**config.mk**
```make
export PLATFORM = sky130hd
export DESIGN_NAME = scrub_sefi_error_monitor
export DESIGN_NICKNAME = d
export VERILOG_FILES = /design/src/sefi_pkg.sv /design/src/lane_err_counters.sv /design/src/scrub_sefi_error_monitor.sv
export VERILOG_INCLUDE_DIRS = /design/src
export SDC_FILE = /design/constraint.sdc
export NUM_CORES = 2
export LEC_CHECK = 0
export ABC_AREA = 1
export BUFFER_PORTS_ARGS = -buffer_cell sky130_fd_sc_hd__buf_2
export CORE_MARGIN = 8
export CORE_UTILIZATION = 42
export DETAILED_ROUTE_END_ITERATION = 6
export GPL_ROUTABILITY_DRIVEN = 1
export PLACE_DENSITY = 0.69
export SETUP_SLACK_MARGIN = 0.15
export SKIP_CTS_REPAIR_TIMING = 1
export SYNTH_ARGS = -nofsm -noshare
export SYNTH_HDL_FRONTEND = slang
export SYNTH_SLANG_ARGS = --single-unit
```
**constraint.sdc**
```tcl
create_clock -name core_clk -period 13.75 [get_ports core_clk]
set_input_delay 0.6875 -clock core_clk [delete_from_list [all_inputs] [get_ports core_clk]]
set_output_delay 0.6875 -clock core_clk [all_outputs]
set_load 0.01 [all_outputs]
```
**src/scrub_sefi_defs.svh**
```systemverilog
// Constants for the scrubber and SEFI monitor
`ifndef SCRUB_SEFI_DEFS_SVH
`define SCRUB_SEFI_DEFS_SVH
`define LANES 12
`define LANE_CW 6
`define ADDR_W 16
`define DATA_W 64
`define ADDR_CW 8
`define RATE_W 16
`define ACCEL_PERIOD 16'h0004
`endif

```
**src/sefi_pkg.sv**
```systemverilog
// Types shared by the scrubber and SEFI monitor
package sefi_pkg;
  typedef enum logic [4:0] {
    MEM_IDLE = 5'h01,
    MEM_INIT_WR = 5'h02,
    MEM_VER_RD = 5'h04,
    MEM_SCR_RD = 5'h08,
    MEM_SCR_WB = 5'h10
  } mem_state_type;
  typedef enum logic [3:0] {
    SEFI_IDLE = 4'h1,
    SEFI_RECAL = 4'h2,
    SEFI_ACCEL = 4'h4,
    SEFI_WATCH = 4'h8
  } sefi_state_type;
  typedef enum logic [1:0] {
    LANE_NORMAL = 2'h0,
    LANE_RECOVER = 2'h1,
    LANE_HEALED = 2'h2,
    LANE_PERM = 2'h3
  } lane_state_type;
endpackage

```
**src/lane_err_counters.sv**
```systemverilog
// Byte lane error counters with watermark and SEFI detection
`timescale 1ns/1ps
`include "scrub_sefi_defs.svh"
module lane_err_counters #(
  parameter int LANES = `LANES,
  parameter int CW = `LANE_CW
) (
  input wire logic core_clk,
  input wire logic rst,
  input wire logic inc_valid,
  input wire logic [LANES-1:0] inc_lanes,
  output logic [LANES*CW-1:0] lane_cnt,
  output logic [CW-1:0] watermark,
  output logic [LANES-1:0] detect
);
  logic [CW-1:0] cnt_r [LANES];
  logic [CW-1:0] cnt_nxt [LANES];
  logic [LANES-1:0] wm_eq;
  logic [LANES-1:0] detect_r;
  logic [CW-1:0] wm_r;

  // ==========================================
  // Per-lane wrapping counters
  genvar g;
  generate
    for (g = 0; g < LANES; g++) begin : lane_g
      assign cnt_nxt[g] = cnt_r[g] + 1'b1;
      assign wm_eq[g] = (cnt_r[g] == wm_r);
      assign lane_cnt[g*CW +: CW] = cnt_r[g];
      always_ff @(posedge core_clk or posedge rst) begin
        if (rst) begin
          cnt_r[g] <= '0;
          detect_r[g] <= 1'b0;
        end else begin
          detect_r[g] <= 1'b0;
          if (inc_valid && inc_lanes[g]) begin
            cnt_r[g] <= cnt_nxt[g];
            // Wrapped round onto the slowest lane: 64 ahead of it
            detect_r[g] <= (cnt_nxt[g] == wm_r);
          end
        end
      end
      lane_inc_a: assert property (@(posedge core_clk) disable iff (rst)
        (inc_valid && inc_lanes[g]) |=> cnt_r[g] == $past(cnt_r[g]) + 1'b1)
        else $error("lane counter missed an increment");
      detect_a: assert property (@(posedge core_clk) disable iff (rst)
        detect_r[g] |-> cnt_r[g] == $past(wm_r) && $past(cnt_r[g] - wm_r) == 6'h3f)
        else $error("detection fired without wrap onto watermark");
    end
  endgenerate

  // ==========================================
  // Watermark follows the slowest lane
  always_ff @(posedge core_clk or posedge rst) begin
    if (rst) begin
      wm_r <= '0;
    end else if (!(|wm_eq)) begin
      wm_r <= wm_r + 1'b1;
    end
  end

  assign watermark = wm_r;
  assign detect = detect_r;

  wm_track_a: assert property (@(posedge core_clk) disable iff (rst)
    !(|wm_eq) |=> wm_r == $past(wm_r) + 1'b1)
    else $error("watermark did not advance");
endmodule

```
**src/scrub_sefi_error_monitor.sv**
```systemverilog
// Memory init, scrubber, error statistics and SEFI handling
// How it works
// - With ECC on, init writes all memory with a pattern or each address.
// - Optional verify pass reads init contents back and checks them.
// - Scrubber sweeps memory at a set rate, writes back corrected words.
// - Lane and address counters change only on scrubber-found correctable errors.
// - Twelve wrapping lane counters count scrubber correctable errors per lane.
// - Watermark starts at zero, steps when equal to no lane counter.
// - A lane 64 ahead of the watermark, wrapping onto it, is detected.
// - Recovery can be disabled; detection then only flags lanes.
// - On detection ask back-end for recalibration and mode rewrite, wait.
// - Then scrub whole memory at accelerated rate, then back to normal.
// - A clean normal pass afterwards marks the lane healed.
// - Detection again during that pass marks lane permanent, pulses interrupt.
// - Optionally a permanent lane has its output drivers disabled.
// - Permanent lanes keep counting and may later become healed.
// - PHY read-failure sideband starts SEFI handling for that lane.
// - A PHY read failure pulses a dedicated interrupt.
// - One saturating signed counter per address bit.
// - Counter decrements when address bit is 0, increments when 1.
// - An uncorrectable read cancels the write-back, memory stays untouched.
`timescale 1ns/1ps
`include "scrub_sefi_defs.svh"
module scrub_sefi_error_monitor #(
  parameter int LANES = `LANES,
  parameter int AW = `ADDR_W,
  parameter int DW = `DATA_W,
  parameter int CW = `ADDR_CW,
  parameter int RW = `RATE_W,
  parameter logic [RW-1:0] ACCEL_PERIOD = `ACCEL_PERIOD
) (
  input wire logic core_clk,
  input wire logic rst,
  input wire logic ecc_en,
  input wire logic init_start,
  input wire logic init_use_addr,
  input wire logic init_verify,
  input wire logic [DW-1:0] init_pattern,
  input wire logic [AW-1:0] end_addr,
  input wire logic scrub_en,
  input wire logic [RW-1:0] scrub_period,
  input wire logic recovery_en,
  input wire logic drv_off_en,
  input wire logic sefi_flag_clr,
  input wire logic [LANES-1:0] phy_lane_fail,
  input wire logic recal_done,
  input wire logic mem_ack,
  input wire logic [DW-1:0] mem_rdata,
  input wire logic [LANES-1:0] mem_ce_lanes,
  input wire logic mem_ue,
  output logic mem_req,
  output logic mem_we,
  output logic [AW-1:0] mem_addr,
  output logic [DW-1:0] mem_wdata,
  output logic init_busy,
  output logic init_done,
  output logic init_fail,
  output logic recal_req,
  output logic mode_rewrite_req,
  output logic accel_active,
  output logic scrub_pass_done,
  output logic [LANES-1:0] sefi_seen,
  output logic [2*LANES-1:0] lane_state,
  output logic [LANES-1:0] lane_drv_off,
  output logic perm_sefi_irq,
  output logic phy_err_irq,
  output logic [LANES*`LANE_CW-1:0] lane_cnt,
  output logic [`LANE_CW-1:0] watermark,
  output logic [AW*CW-1:0] addr_err_cnt
);
  localparam int LIW = $clog2(LANES);
  sefi_pkg::mem_state_type mem_st_r;
  sefi_pkg::sefi_state_type sefi_st_r;
  sefi_pkg::lane_state_type lane_st_r [LANES];
  logic mem_req_r, mem_we_r, init_busy_r, init_done_r, init_fail_r;
  logic [AW-1:0] mem_addr_r, init_addr_r, scrub_addr_r, ce_addr_r;
  logic [AW-1:0] init_addr_nxt, scrub_addr_nxt;
  logic [DW-1:0] mem_wdata_r;
  logic pass_done_r, restart_pend_r, scrub_ce_r, tick_pend_r;
  logic [LANES-1:0] ce_lanes_r;
  logic [RW-1:0] rate_cnt_r, period;
  logic init_go, scrub_start;
  logic [LANES-1:0] phy_s1_r, phy_s2_r, phy_s3_r, phy_rise;
  logic [LANES-1:0] detect, ev, elig, sefi_seen_r, drv_off_r, hit_r;
  logic phy_irq_r, perm_irq_r, recal_req_r, accel_r, accel_go_r;
  logic [LIW-1:0] sefi_lane_r, pick_idx;
  logic pick_valid;

  function automatic logic [DW-1:0] fill_word(input logic [AW-1:0] a);
    return init_use_addr ? DW'(a) : init_pattern;
  endfunction

  // ==========================================
  // PHY sideband synchroniser
  always_ff @(posedge core_clk or posedge rst) begin
    if (rst) begin
      phy_s1_r <= '0;
      phy_s2_r <= '0;
      phy_s3_r <= '0;
      phy_irq_r <= 1'b0;
    end else begin
      phy_s1_r <= phy_lane_fail;
      phy_s2_r <= phy_s1_r;
      phy_s3_r <= phy_s2_r;
      phy_irq_r <= |phy_rise;
    end
  end
  assign phy_rise = phy_s2_r & ~phy_s3_r;

  // ==========================================
  // Scrub rate divider
  assign period = accel_r ? ACCEL_PERIOD : scrub_period;
  assign init_go = init_start && ecc_en;
  assign scrub_start = (mem_st_r == sefi_pkg::MEM_IDLE) && !init_go && tick_pend_r && scrub_en;
  always_ff @(posedge core_clk or posedge rst) begin
    if (rst) begin
      rate_cnt_r <= '0;
      tick_pend_r <= 1'b0;
    end else begin
      if (scrub_start) tick_pend_r <= 1'b0;
      if (!scrub_en) begin
        rate_cnt_r <= '0;
      end else if (rate_cnt_r >= period) begin
        rate_cnt_r <= '0;
        tick_pend_r <= 1'b1;
      end else begin
        rate_cnt_r <= rate_cnt_r + 1'b1;
      end
    end
  end

  // ==========================================
  // Memory access sequencer
  assign init_addr_nxt = init_addr_r + 1'b1;
  assign scrub_addr_nxt = (scrub_addr_r == end_addr) ? '0 : scrub_addr_r + 1'b1;
  always_ff @(posedge core_clk or posedge rst) begin
    if (rst) begin
      mem_st_r <= sefi_pkg::MEM_IDLE;
      mem_req_r <= 1'b0;
      mem_we_r <= 1'b0;
      mem_addr_r <= '0;
      mem_wdata_r <= '0;
      init_addr_r <= '0;
      init_busy_r <= 1'b0;
      init_done_r <= 1'b0;
      init_fail_r <= 1'b0;
      scrub_addr_r <= '0;
      pass_done_r <= 1'b0;
      restart_pend_r <= 1'b0;
      scrub_ce_r <= 1'b0;
      ce_lanes_r <= '0;
      ce_addr_r <= '0;
    end else begin
      pass_done_r <= 1'b0;
      scrub_ce_r <= 1'b0;
      case (mem_st_r)
        sefi_pkg::MEM_IDLE: begin
          if (init_go) begin
            init_busy_r <= 1'b1;
            init_done_r <= 1'b0;
            init_fail_r <= 1'b0;
            init_addr_r <= '0;
            mem_addr_r <= '0;
            mem_wdata_r <= fill_word('0);
            mem_req_r <= 1'b1;
            mem_we_r <= 1'b1;
            mem_st_r <= sefi_pkg::MEM_INIT_WR;
          end else if (scrub_start) begin
            // Accelerated run starts from zero to cover the whole range
            mem_addr_r <= restart_pend_r ? '0 : scrub_addr_r;
            scrub_addr_r <= restart_pend_r ? '0 : scrub_addr_r;
            restart_pend_r <= 1'b0;
            mem_req_r <= 1'b1;
            mem_we_r <= 1'b0;
            mem_st_r <= sefi_pkg::MEM_SCR_RD;
          end
        end
        sefi_pkg::MEM_INIT_WR: if (mem_ack) begin
          if (init_addr_r == end_addr) begin
            init_addr_r <= '0;
            mem_addr_r <= '0;
            mem_we_r <= 1'b0;
            mem_req_r <= init_verify;
            init_busy_r <= init_verify;
            init_done_r <= !init_verify;
            mem_st_r <= init_verify ? sefi_pkg::MEM_VER_RD : sefi_pkg::MEM_IDLE;
          end else begin
            init_addr_r <= init_addr_nxt;
            mem_addr_r <= init_addr_nxt;
            mem_wdata_r <= fill_word(init_addr_nxt);
          end
        end
        sefi_pkg::MEM_VER_RD: if (mem_ack) begin
          if (mem_ue || mem_rdata != fill_word(init_addr_r)) init_fail_r <= 1'b1;
          if (init_addr_r == end_addr) begin
            mem_req_r <= 1'b0;
            init_busy_r <= 1'b0;
            init_done_r <= 1'b1;
            mem_st_r <= sefi_pkg::MEM_IDLE;
          end else begin
            init_addr_r <= init_addr_nxt;
            mem_addr_r <= init_addr_nxt;
          end
        end
        sefi_pkg::MEM_SCR_RD: if (mem_ack) begin
          // Lanes of an uncorrectable word are no trustworthy statistics
          scrub_ce_r <= ecc_en && (|mem_ce_lanes) && !mem_ue;
          ce_lanes_r <= mem_ce_lanes;
          ce_addr_r <= scrub_addr_r;
          if ((|mem_ce_lanes) && !mem_ue) begin
            mem_we_r <= 1'b1;
            mem_wdata_r <= mem_rdata;
            mem_st_r <= sefi_pkg::MEM_SCR_WB;
          end else begin
            // Clean or uncorrectable word is left as found
            mem_req_r <= 1'b0;
            scrub_addr_r <= scrub_addr_nxt;
            pass_done_r <= (scrub_addr_r == end_addr) && !restart_pend_r;
            mem_st_r <= sefi_pkg::MEM_IDLE;
          end
        end
        sefi_pkg::MEM_SCR_WB: if (mem_ack) begin
          mem_req_r <= 1'b0;
          mem_we_r <= 1'b0;
          scrub_addr_r <= scrub_addr_nxt;
          pass_done_r <= (scrub_addr_r == end_addr) && !restart_pend_r;
          mem_st_r <= sefi_pkg::MEM_IDLE;
        end
        default: mem_st_r <= sefi_pkg::MEM_IDLE;
      endcase
      if (accel_go_r) restart_pend_r <= 1'b1;
    end
  end

  // ==========================================
  // Lane and address error statistics
  lane_err_counters #(.LANES(LANES), .CW(`LANE_CW)) lane_ctr_u (
    .core_clk(core_clk),
    .rst(rst),
    .inc_valid(scrub_ce_r),
    .inc_lanes(ce_lanes_r),
    .lane_cnt(lane_cnt),
    .watermark(watermark),
    .detect(detect)
  );

  genvar g;
  generate
    for (g = 0; g < AW; g++) begin : abit_g
      logic signed [CW-1:0] acnt_r;
      always_ff @(posedge core_clk or posedge rst) begin
        if (rst) begin
          acnt_r <= '0;
        end else if (scrub_ce_r) begin
          if (ce_addr_r[g]) begin
            if (acnt_r != {1'b0, {(CW-1){1'b1}}}) acnt_r <= acnt_r + 1'b1;
          end else if (acnt_r != {1'b1, {(CW-1){1'b0}}}) begin
            acnt_r <= acnt_r - 1'b1;
          end
        end
      end
      assign addr_err_cnt[g*CW +: CW] = acnt_r;
    end
    for (g = 0; g < LANES; g++) begin : lane_g
      assign elig[g] = ev[g] && (lane_st_r[g] != sefi_pkg::LANE_RECOVER) && (lane_st_r[g] != sefi_pkg::LANE_PERM);
      assign lane_state[2*g +: 2] = lane_st_r[g];
    end
  endgenerate

  // ==========================================
  // SEFI handler
  assign ev = detect | phy_rise;
  always_comb begin
    pick_valid = 1'b0;
    pick_idx = '0;
    for (int i = LANES - 1; i >= 0; i--) begin
      if (elig[i]) begin
        pick_valid = 1'b1;
        pick_idx = LIW'(i);
      end
    end
  end

  always_ff @(posedge core_clk or posedge rst) begin
    if (rst) begin
      sefi_seen_r <= '0;
    end else begin
      // New detection wins over a clear in the same cycle
      sefi_seen_r <= (sefi_seen_r & ~{LANES{sefi_flag_clr}}) | ev;
    end
  end

  always_ff @(posedge core_clk or posedge rst) begin
    if (rst) begin
      sefi_st_r <= sefi_pkg::SEFI_IDLE;
      sefi_lane_r <= '0;
      recal_req_r <= 1'b0;
      accel_r <= 1'b0;
      accel_go_r <= 1'b0;
      perm_irq_r <= 1'b0;
      drv_off_r <= '0;
      hit_r <= '0;
      for (int i = 0; i < LANES; i++) lane_st_r[i] <= sefi_pkg::LANE_NORMAL;
    end else begin
      accel_go_r <= 1'b0;
      perm_irq_r <= 1'b0;
      for (int i = 0; i < LANES; i++) begin
        if (lane_st_r[i] == sefi_pkg::LANE_PERM) begin
          if (ev[i]) begin
            hit_r[i] <= 1'b1;
          end else if (pass_done_r) begin
            hit_r[i] <= 1'b0;
            if (!hit_r[i]) begin
              lane_st_r[i] <= sefi_pkg::LANE_HEALED;
              drv_off_r[i] <= 1'b0;
            end
          end
        end
      end
      case (sefi_st_r)
        sefi_pkg::SEFI_IDLE: if (recovery_en && pick_valid) begin
          sefi_lane_r <= pick_idx;
          lane_st_r[pick_idx] <= sefi_pkg::LANE_RECOVER;
          recal_req_r <= 1'b1;
          sefi_st_r <= sefi_pkg::SEFI_RECAL;
        end
        sefi_pkg::SEFI_RECAL: if (recal_done) begin
          recal_req_r <= 1'b0;
          accel_r <= 1'b1;
          accel_go_r <= 1'b1;
          sefi_st_r <= sefi_pkg::SEFI_ACCEL;
        end
        sefi_pkg::SEFI_ACCEL: if (pass_done_r) begin
          accel_r <= 1'b0;
          sefi_st_r <= sefi_pkg::SEFI_WATCH;
        end
        sefi_pkg::SEFI_WATCH: begin
          if (ev[sefi_lane_r]) begin
            lane_st_r[sefi_lane_r] <= sefi_pkg::LANE_PERM;
            hit_r[sefi_lane_r] <= 1'b0;
            drv_off_r[sefi_lane_r] <= drv_off_en;
            perm_irq_r <= 1'b1;
            sefi_st_r <= sefi_pkg::SEFI_IDLE;
          end else if (pass_done_r) begin
            lane_st_r[sefi_lane_r] <= sefi_pkg::LANE_HEALED;
            sefi_st_r <= sefi_pkg::SEFI_IDLE;
          end
        end
        default: sefi_st_r <= sefi_pkg::SEFI_IDLE;
      endcase
    end
  end

  // ==========================================
  // Outputs
  assign mem_req = mem_req_r;
  assign mem_we = mem_we_r;
  assign mem_addr = mem_addr_r;
  assign mem_wdata = mem_wdata_r;
  assign init_busy = init_busy_r;
  assign init_done = init_done_r;
  assign init_fail = init_fail_r;
  assign recal_req = recal_req_r;
  assign mode_rewrite_req = recal_req_r;
  assign accel_active = accel_r;
  assign scrub_pass_done = pass_done_r;
  assign sefi_seen = sefi_seen_r;
  assign lane_drv_off = drv_off_r;
  assign perm_sefi_irq = perm_irq_r;
  assign phy_err_irq = phy_irq_r;

  // ==========================================
  // Checks
  init_gate_a: assert property (@(posedge core_clk) disable iff (rst)
    (mem_st_r == sefi_pkg::MEM_IDLE && init_start && !ecc_en) |=> mem_st_r != sefi_pkg::MEM_INIT_WR)
    else $error("init started without ECC");
  verify_follow_a: assert property (@(posedge core_clk) disable iff (rst)
    (mem_st_r == sefi_pkg::MEM_INIT_WR && mem_ack && init_addr_r == end_addr && init_verify)
    |=> mem_st_r == sefi_pkg::MEM_VER_RD && mem_req_r && !mem_we_r && mem_addr_r == '0)
    else $error("verify read did not follow init");
  writeback_a: assert property (@(posedge core_clk) disable iff (rst)
    (mem_st_r == sefi_pkg::MEM_SCR_RD && mem_ack && (|mem_ce_lanes) && !mem_ue)
    |=> mem_req_r && mem_we_r && mem_addr_r == $past(mem_addr_r) && mem_wdata_r == $past(mem_rdata))
    else $error("corrected word not written back");
  no_wb_ue_a: assert property (@(posedge core_clk) disable iff (rst)
    (mem_st_r == sefi_pkg::MEM_SCR_RD && mem_ack && mem_ue) |=> !mem_req_r ##1 mem_st_r != sefi_pkg::MEM_SCR_WB)
    else $error("write-back after uncorrectable read");
  scrub_only_a: assert property (@(posedge core_clk) disable iff (rst)
    scrub_ce_r |-> $past(mem_st_r == sefi_pkg::MEM_SCR_RD && mem_ack))
    else $error("counters fed by a non-scrub access");
  passive_a: assert property (@(posedge core_clk) disable iff (rst)
    (sefi_st_r == sefi_pkg::SEFI_IDLE && !recovery_en) |=> sefi_st_r == sefi_pkg::SEFI_IDLE && !recal_req_r)
    else $error("recovery acted while disabled");
  recal_start_a: assert property (@(posedge core_clk) disable iff (rst)
    (sefi_st_r == sefi_pkg::SEFI_IDLE && recovery_en && pick_valid)
    |=> recal_req_r && sefi_st_r == sefi_pkg::SEFI_RECAL
    && lane_st_r[$past(pick_idx)] == sefi_pkg::LANE_RECOVER)
    else $error("recalibration not requested");
  accel_rate_a: assert property (@(posedge core_clk) disable iff (rst)
    sefi_st_r == sefi_pkg::SEFI_ACCEL |-> accel_r && period == ACCEL_PERIOD)
    else $error("accelerated rate not in use");
  perm_a: assert property (@(posedge core_clk) disable iff (rst)
    (sefi_st_r == sefi_pkg::SEFI_WATCH && ev[sefi_lane_r])
    |=> perm_irq_r && lane_st_r[$past(sefi_lane_r)] == sefi_pkg::LANE_PERM ##1 !perm_irq_r)
    else $error("permanent SEFI not flagged");
  phy_irq_a: assert property (@(posedge core_clk) disable iff (rst)
    (|phy_rise) |=> phy_irq_r)
    else $error("PHY failure interrupt missing");
  heal_c: cover property (@(posedge core_clk) disable iff (rst)
    sefi_st_r == sefi_pkg::SEFI_WATCH && pass_done_r && !ev[sefi_lane_r]);
  perm_c: cover property (@(posedge core_clk) disable iff (rst) perm_irq_r);
  wb_c: cover property (@(posedge core_clk) disable iff (rst) mem_st_r == sefi_pkg::MEM_SCR_WB && mem_ack);
  verify_c: cover property (@(posedge core_clk) disable iff (rst) init_done_r && !init_fail_r);
endmodule

```
==> Flow_metrics.wiki <==
{| class="wikitable"
! Metric !! Value
|-
| Result of the run || finished clean
|-
| Async S/R FF share, synth || 1.00
|-
| Count of cells along the worst register-to-register path || 17
|-
| Mapped cell area || between 0.03 and 0.04 sq mm
|-
| Via count of the first global-routing pass || roughly 27000
|-
| Number of stages on the worst hold path || 1
|-
| Average wire per standard cell || 18.1 um
|-
| Total routing usage reported by global routing || 0.231
|-
| Number of buffer cells added on primary ports || 541
|-
| Net count of the mapped netlist || 4118
|-
| Wire length of the first global-routing pass || 152000 um
|-
| PwrDens || 186 mW/mm^2
|-
| Critical path peak fanout || about 110
|-
| Die Footprint || 0.0803 sq mm
|-
| Number of failing hold endpoints at the final stage || 0
|-
| Post-synthesis area per instance || just under 8 sq um
|-
| R2R Setup Slk || 9.76 ns
|-
| DPL Wire Length || 73300 um
|-
| RD Place Congestion || about 0.95
|-
| CP arrival || ~4.5 ns
|-
| Count of warnings emitted by yosys || 0
|-
| Setup repair after global routing missed its margin || no
|-
| Pre-antenna DRT Iters || 5
|-
| Height of the die || 283 um
|-
| Fill cells || 6802
|-
| Worst relative slew slack || 0.257
|-
| Largest buffer count on any clock path || 3
|-
| Placeable core region || 0.0711 sq mm
|-
| Total gr overflow || 0
|-
| Synth-to-Final Area Change || 18.7%
|-
| Antenna violations before repair || 9
|-
| Worst hold start || phy_lane_fail[4]
|-
| Number of DRC violations after detailed-routing iteration 0 || ~2200
|-
| Tightest Hold Check Type || input pin to register
|-
| Type of the worst setup path || register to register
|-
| Initial core utilization || 0.422
|-
| Number of pins with negative max-slew slack in the final report || 0
|-
| EDFF count, synth || 0
|-
| Max IR drop VDD || 0.164 mV
|-
| Actual transition at the worst max-transition pin || around 1.1 ns
|-
| Worst path required time || approximately 14 ns
|-
| Die outline width || 283 um
|-
| Post-synth cell types || 66
|-
| Utilization of the core after routing || 0.501
|-
| Post-synthesis cell count || 3777
|-
| Number of placed I/O pins || between 500 and 600
|-
| RR Startpoint || mem_st_r[1]
|-
| Worst Clk Skew || about 0.036 ns
|-
| Worst Hold Endpoint || phy_s1_r[4]
|-
| Peak per-stage delay on the critical path || 0.79 ns
|-
| Root buffer selected by CTS || clkbuf_16
|-
| CTS tree || built
|-
| Row cnt || between 90 and 100
|-
| Final setup viols || 0
|-
| Total via count after detailed routing || 27839
|-
| Min Tclk post-route || between 3 and 4 ns
|-
| Leakage component of the power || 0.0180 uW
|-
| Sequential area share after synthesis || 0.414
|-
| Flip-flop and latch count after synthesis || 497
|-
| Drt total wl || 95700 um
|-
| Clock-pin slew of the registers on the worst-case setup and hold paths || 0.06 ns
|-
| CTS H-tree lvls || 2
|-
| Final routed DRC violation total || 0
|-
| Average via count per standard cell || approximately 5.3
|-
| Total negative slack || 0 ns
|-
| R2r endpoint || mem_wdata[12]
|-
| Dominant synthesized flop cell || dfrtp_1
|-
| Worst Path Buf+Inv || 8
|-
| Number of clock sinks || 497
|-
| Crit-path slowest cell || buf_4
|-
| Kind of cell with the highest combined delay on the critical path || buffers and inverters
|-
| Total clock buffers created by CTS || 58
|-
| Maximum clock frequency || 250 MHz
|-
| Clock latency of the later-clocked register in the worst-skew pair || 0.64 ns
|-
| Pin count of the biggest net entering global routing || 160
|-
| Post-layout net count || 4629
|-
| Share of cells above drive strength 1 || 0.168
|-
| Number of antenna-violating nets in the routed design || 0
|-
| Most numerous cell on the critical path || inv_2
|-
| Max-cap viol count || 0
|-
| Critical Path, Cell by Cell || inv_1, nand2_1, inv_2, nand4_2, buf_4, inv_2, buf_4, nor2_4, inv_2, nor2_2, nor3_2, nand2_2, inv_2, buf_4, o211ai_1, a21oi_1, nor2_1
|-
| Crit end category || register
|-
| Kind of start point of the critical path || register
|-
| Crit share post-route || 0.290
|}
power breakdown:
part / leakage [uW] / switching, uW / internal (uW) / total, uW
Clock: 0.000997 / 658 / 986 / 1640
Combinational: 0.0106 / 1700 / 1090 / 2780
Sequential: 0.00643 / 385 / 1800 / 2180
Total: 0.0180 / 2740 / 3870 / 6610
flip-flops by register name, indices dropped and copies added, names as in the netlist, 16 cells and up:
signal / cells
abit_g.acnt_r: 128
ce_addr_r: 16
init_addr_r: 16
lane_ctr_u.lane_cnt: 72
lane_state: 24
mem_addr: 16
mem_wdata: 64
rate_cnt_r: 16
scrub_addr_r: 16
kinds of logic after synthesis:
| logic type | after synthesis | share of synthesized area |
|---|---|---|
| AO/OA/AOI/OAI | 609 | 0.114 |
| XOR/XNOR | 320 | 0.0934 |
| adder cells (fa/ha/maj) | 144 | 0.0640 |
| buffers and inverters | 528 | 0.0695 |
| flip-flops | 497 | 0.414 |
| multiplexers | 8 | 0.00292 |
| AND/OR/NAND/NOR | 1671 | 0.241 |
stage by stage:
stage / instance area [sq um] / hold WS, ns / std cells / setup slack (ns) / power, uW
2_1_floorplan: 30000 / 0.331 / 3777 / 6.32 / 4150
3_3_place_gp: 33500 / 0.335 / 5178 / 9.85 / 4920
3_5_place_dp: 33500 / 0.336 / 5178 / 9.79 / 4980
4_1_cts: 35600 / 0.117 / 5288 / 9.78 / 6650
5_1_grt: 35600 / 0.121 / 5290 / 9.37 / 7130
6_report: 35600 / 0.155 / 5293 / 9.76 / 6610
placed cells by master, fill, tap and decap left out, drive strengths merged, types with 128 or more instances in the layout:
cell / n
o21ai: 305
xnor2: 128
nor2: 322
xor2: 192
buf: 555
dfrtp: 495
inv: 423
nand2: 865
ha: 128
nand3: 241
area by class of cell:
class,count,area [sq um],share of cell area
Multi-Input combinational cell,2752,15500,0.435
Sequential cell,497,12400,0.349
Timing Repair Buffer,555,2830,0.0793
Clock buffer,79,1670,0.0469
Inverter,424,1600,0.0448
Tap cell,950,1190,0.0334
Clock inverter,31,385,0.0108
Antenna cell,5,12.5,0.000351
how the worst max path moves through the flow:
stage,depth (start not counted),slack (ns),startpoint,end
2_1_floorplan,1,6.32,rst,abit_g[0].acnt_r[0]
3_3_place_gp,17,9.85,mem_st_r[1],mem_wdata[12]
3_5_place_dp,17,9.79,mem_st_r[1],mem_wdata[12]
4_1_cts,17,9.78,mem_st_r[1],mem_wdata[12]
5_1_grt,17,9.37,mem_st_r[1],mem_wdata[12]
6_report,17,9.76,mem_st_r[1],mem_wdata[12]
routing by layer:
layer / routed length, um / global-route usage / part of all wire / vias to the layer above
met5: 48 / 0 / 0.00050 / -
met4: 3790 / 0.0835 / 0.040 / 8
met3: 6780 / 0.0471 / 0.071 / 232
met2: 45100 / 0.385 / 0.47 / 998
met1: 39900 / 0.295 / 0.42 / 13067
li1: - / - / - / 13534
cells in the mapped netlist (10+ instances only):
master    number  area [sq um]
o21ai_0      275          1380
o22ai_1       39           244
xor2_1       192          1680
nor4_1        45           282
a211oi_1      19           143
and2_1        17           106
dfrtp_1      495         12400
buf_2         23           115
nand2_1      862          3240
ha_1         128          1600
inv_1        406          1520
nand3_1      241          1210
xnor2_1      128          1120
nand4_1       71           444
a21oi_1      116           581
a31oi_1       60           375
nor3_1        56           280
fa_1          16           320
o21ai_1       30           150
nor2_1       318          1190
clkbuf_1      59           221
inv_2         16          60.1
o21bai_1      17           128
or2_2         25           156
buf_4         10          75.1
o211ai_1      11          82.6
Note: power is estimated with default switching activity, not from simulation.
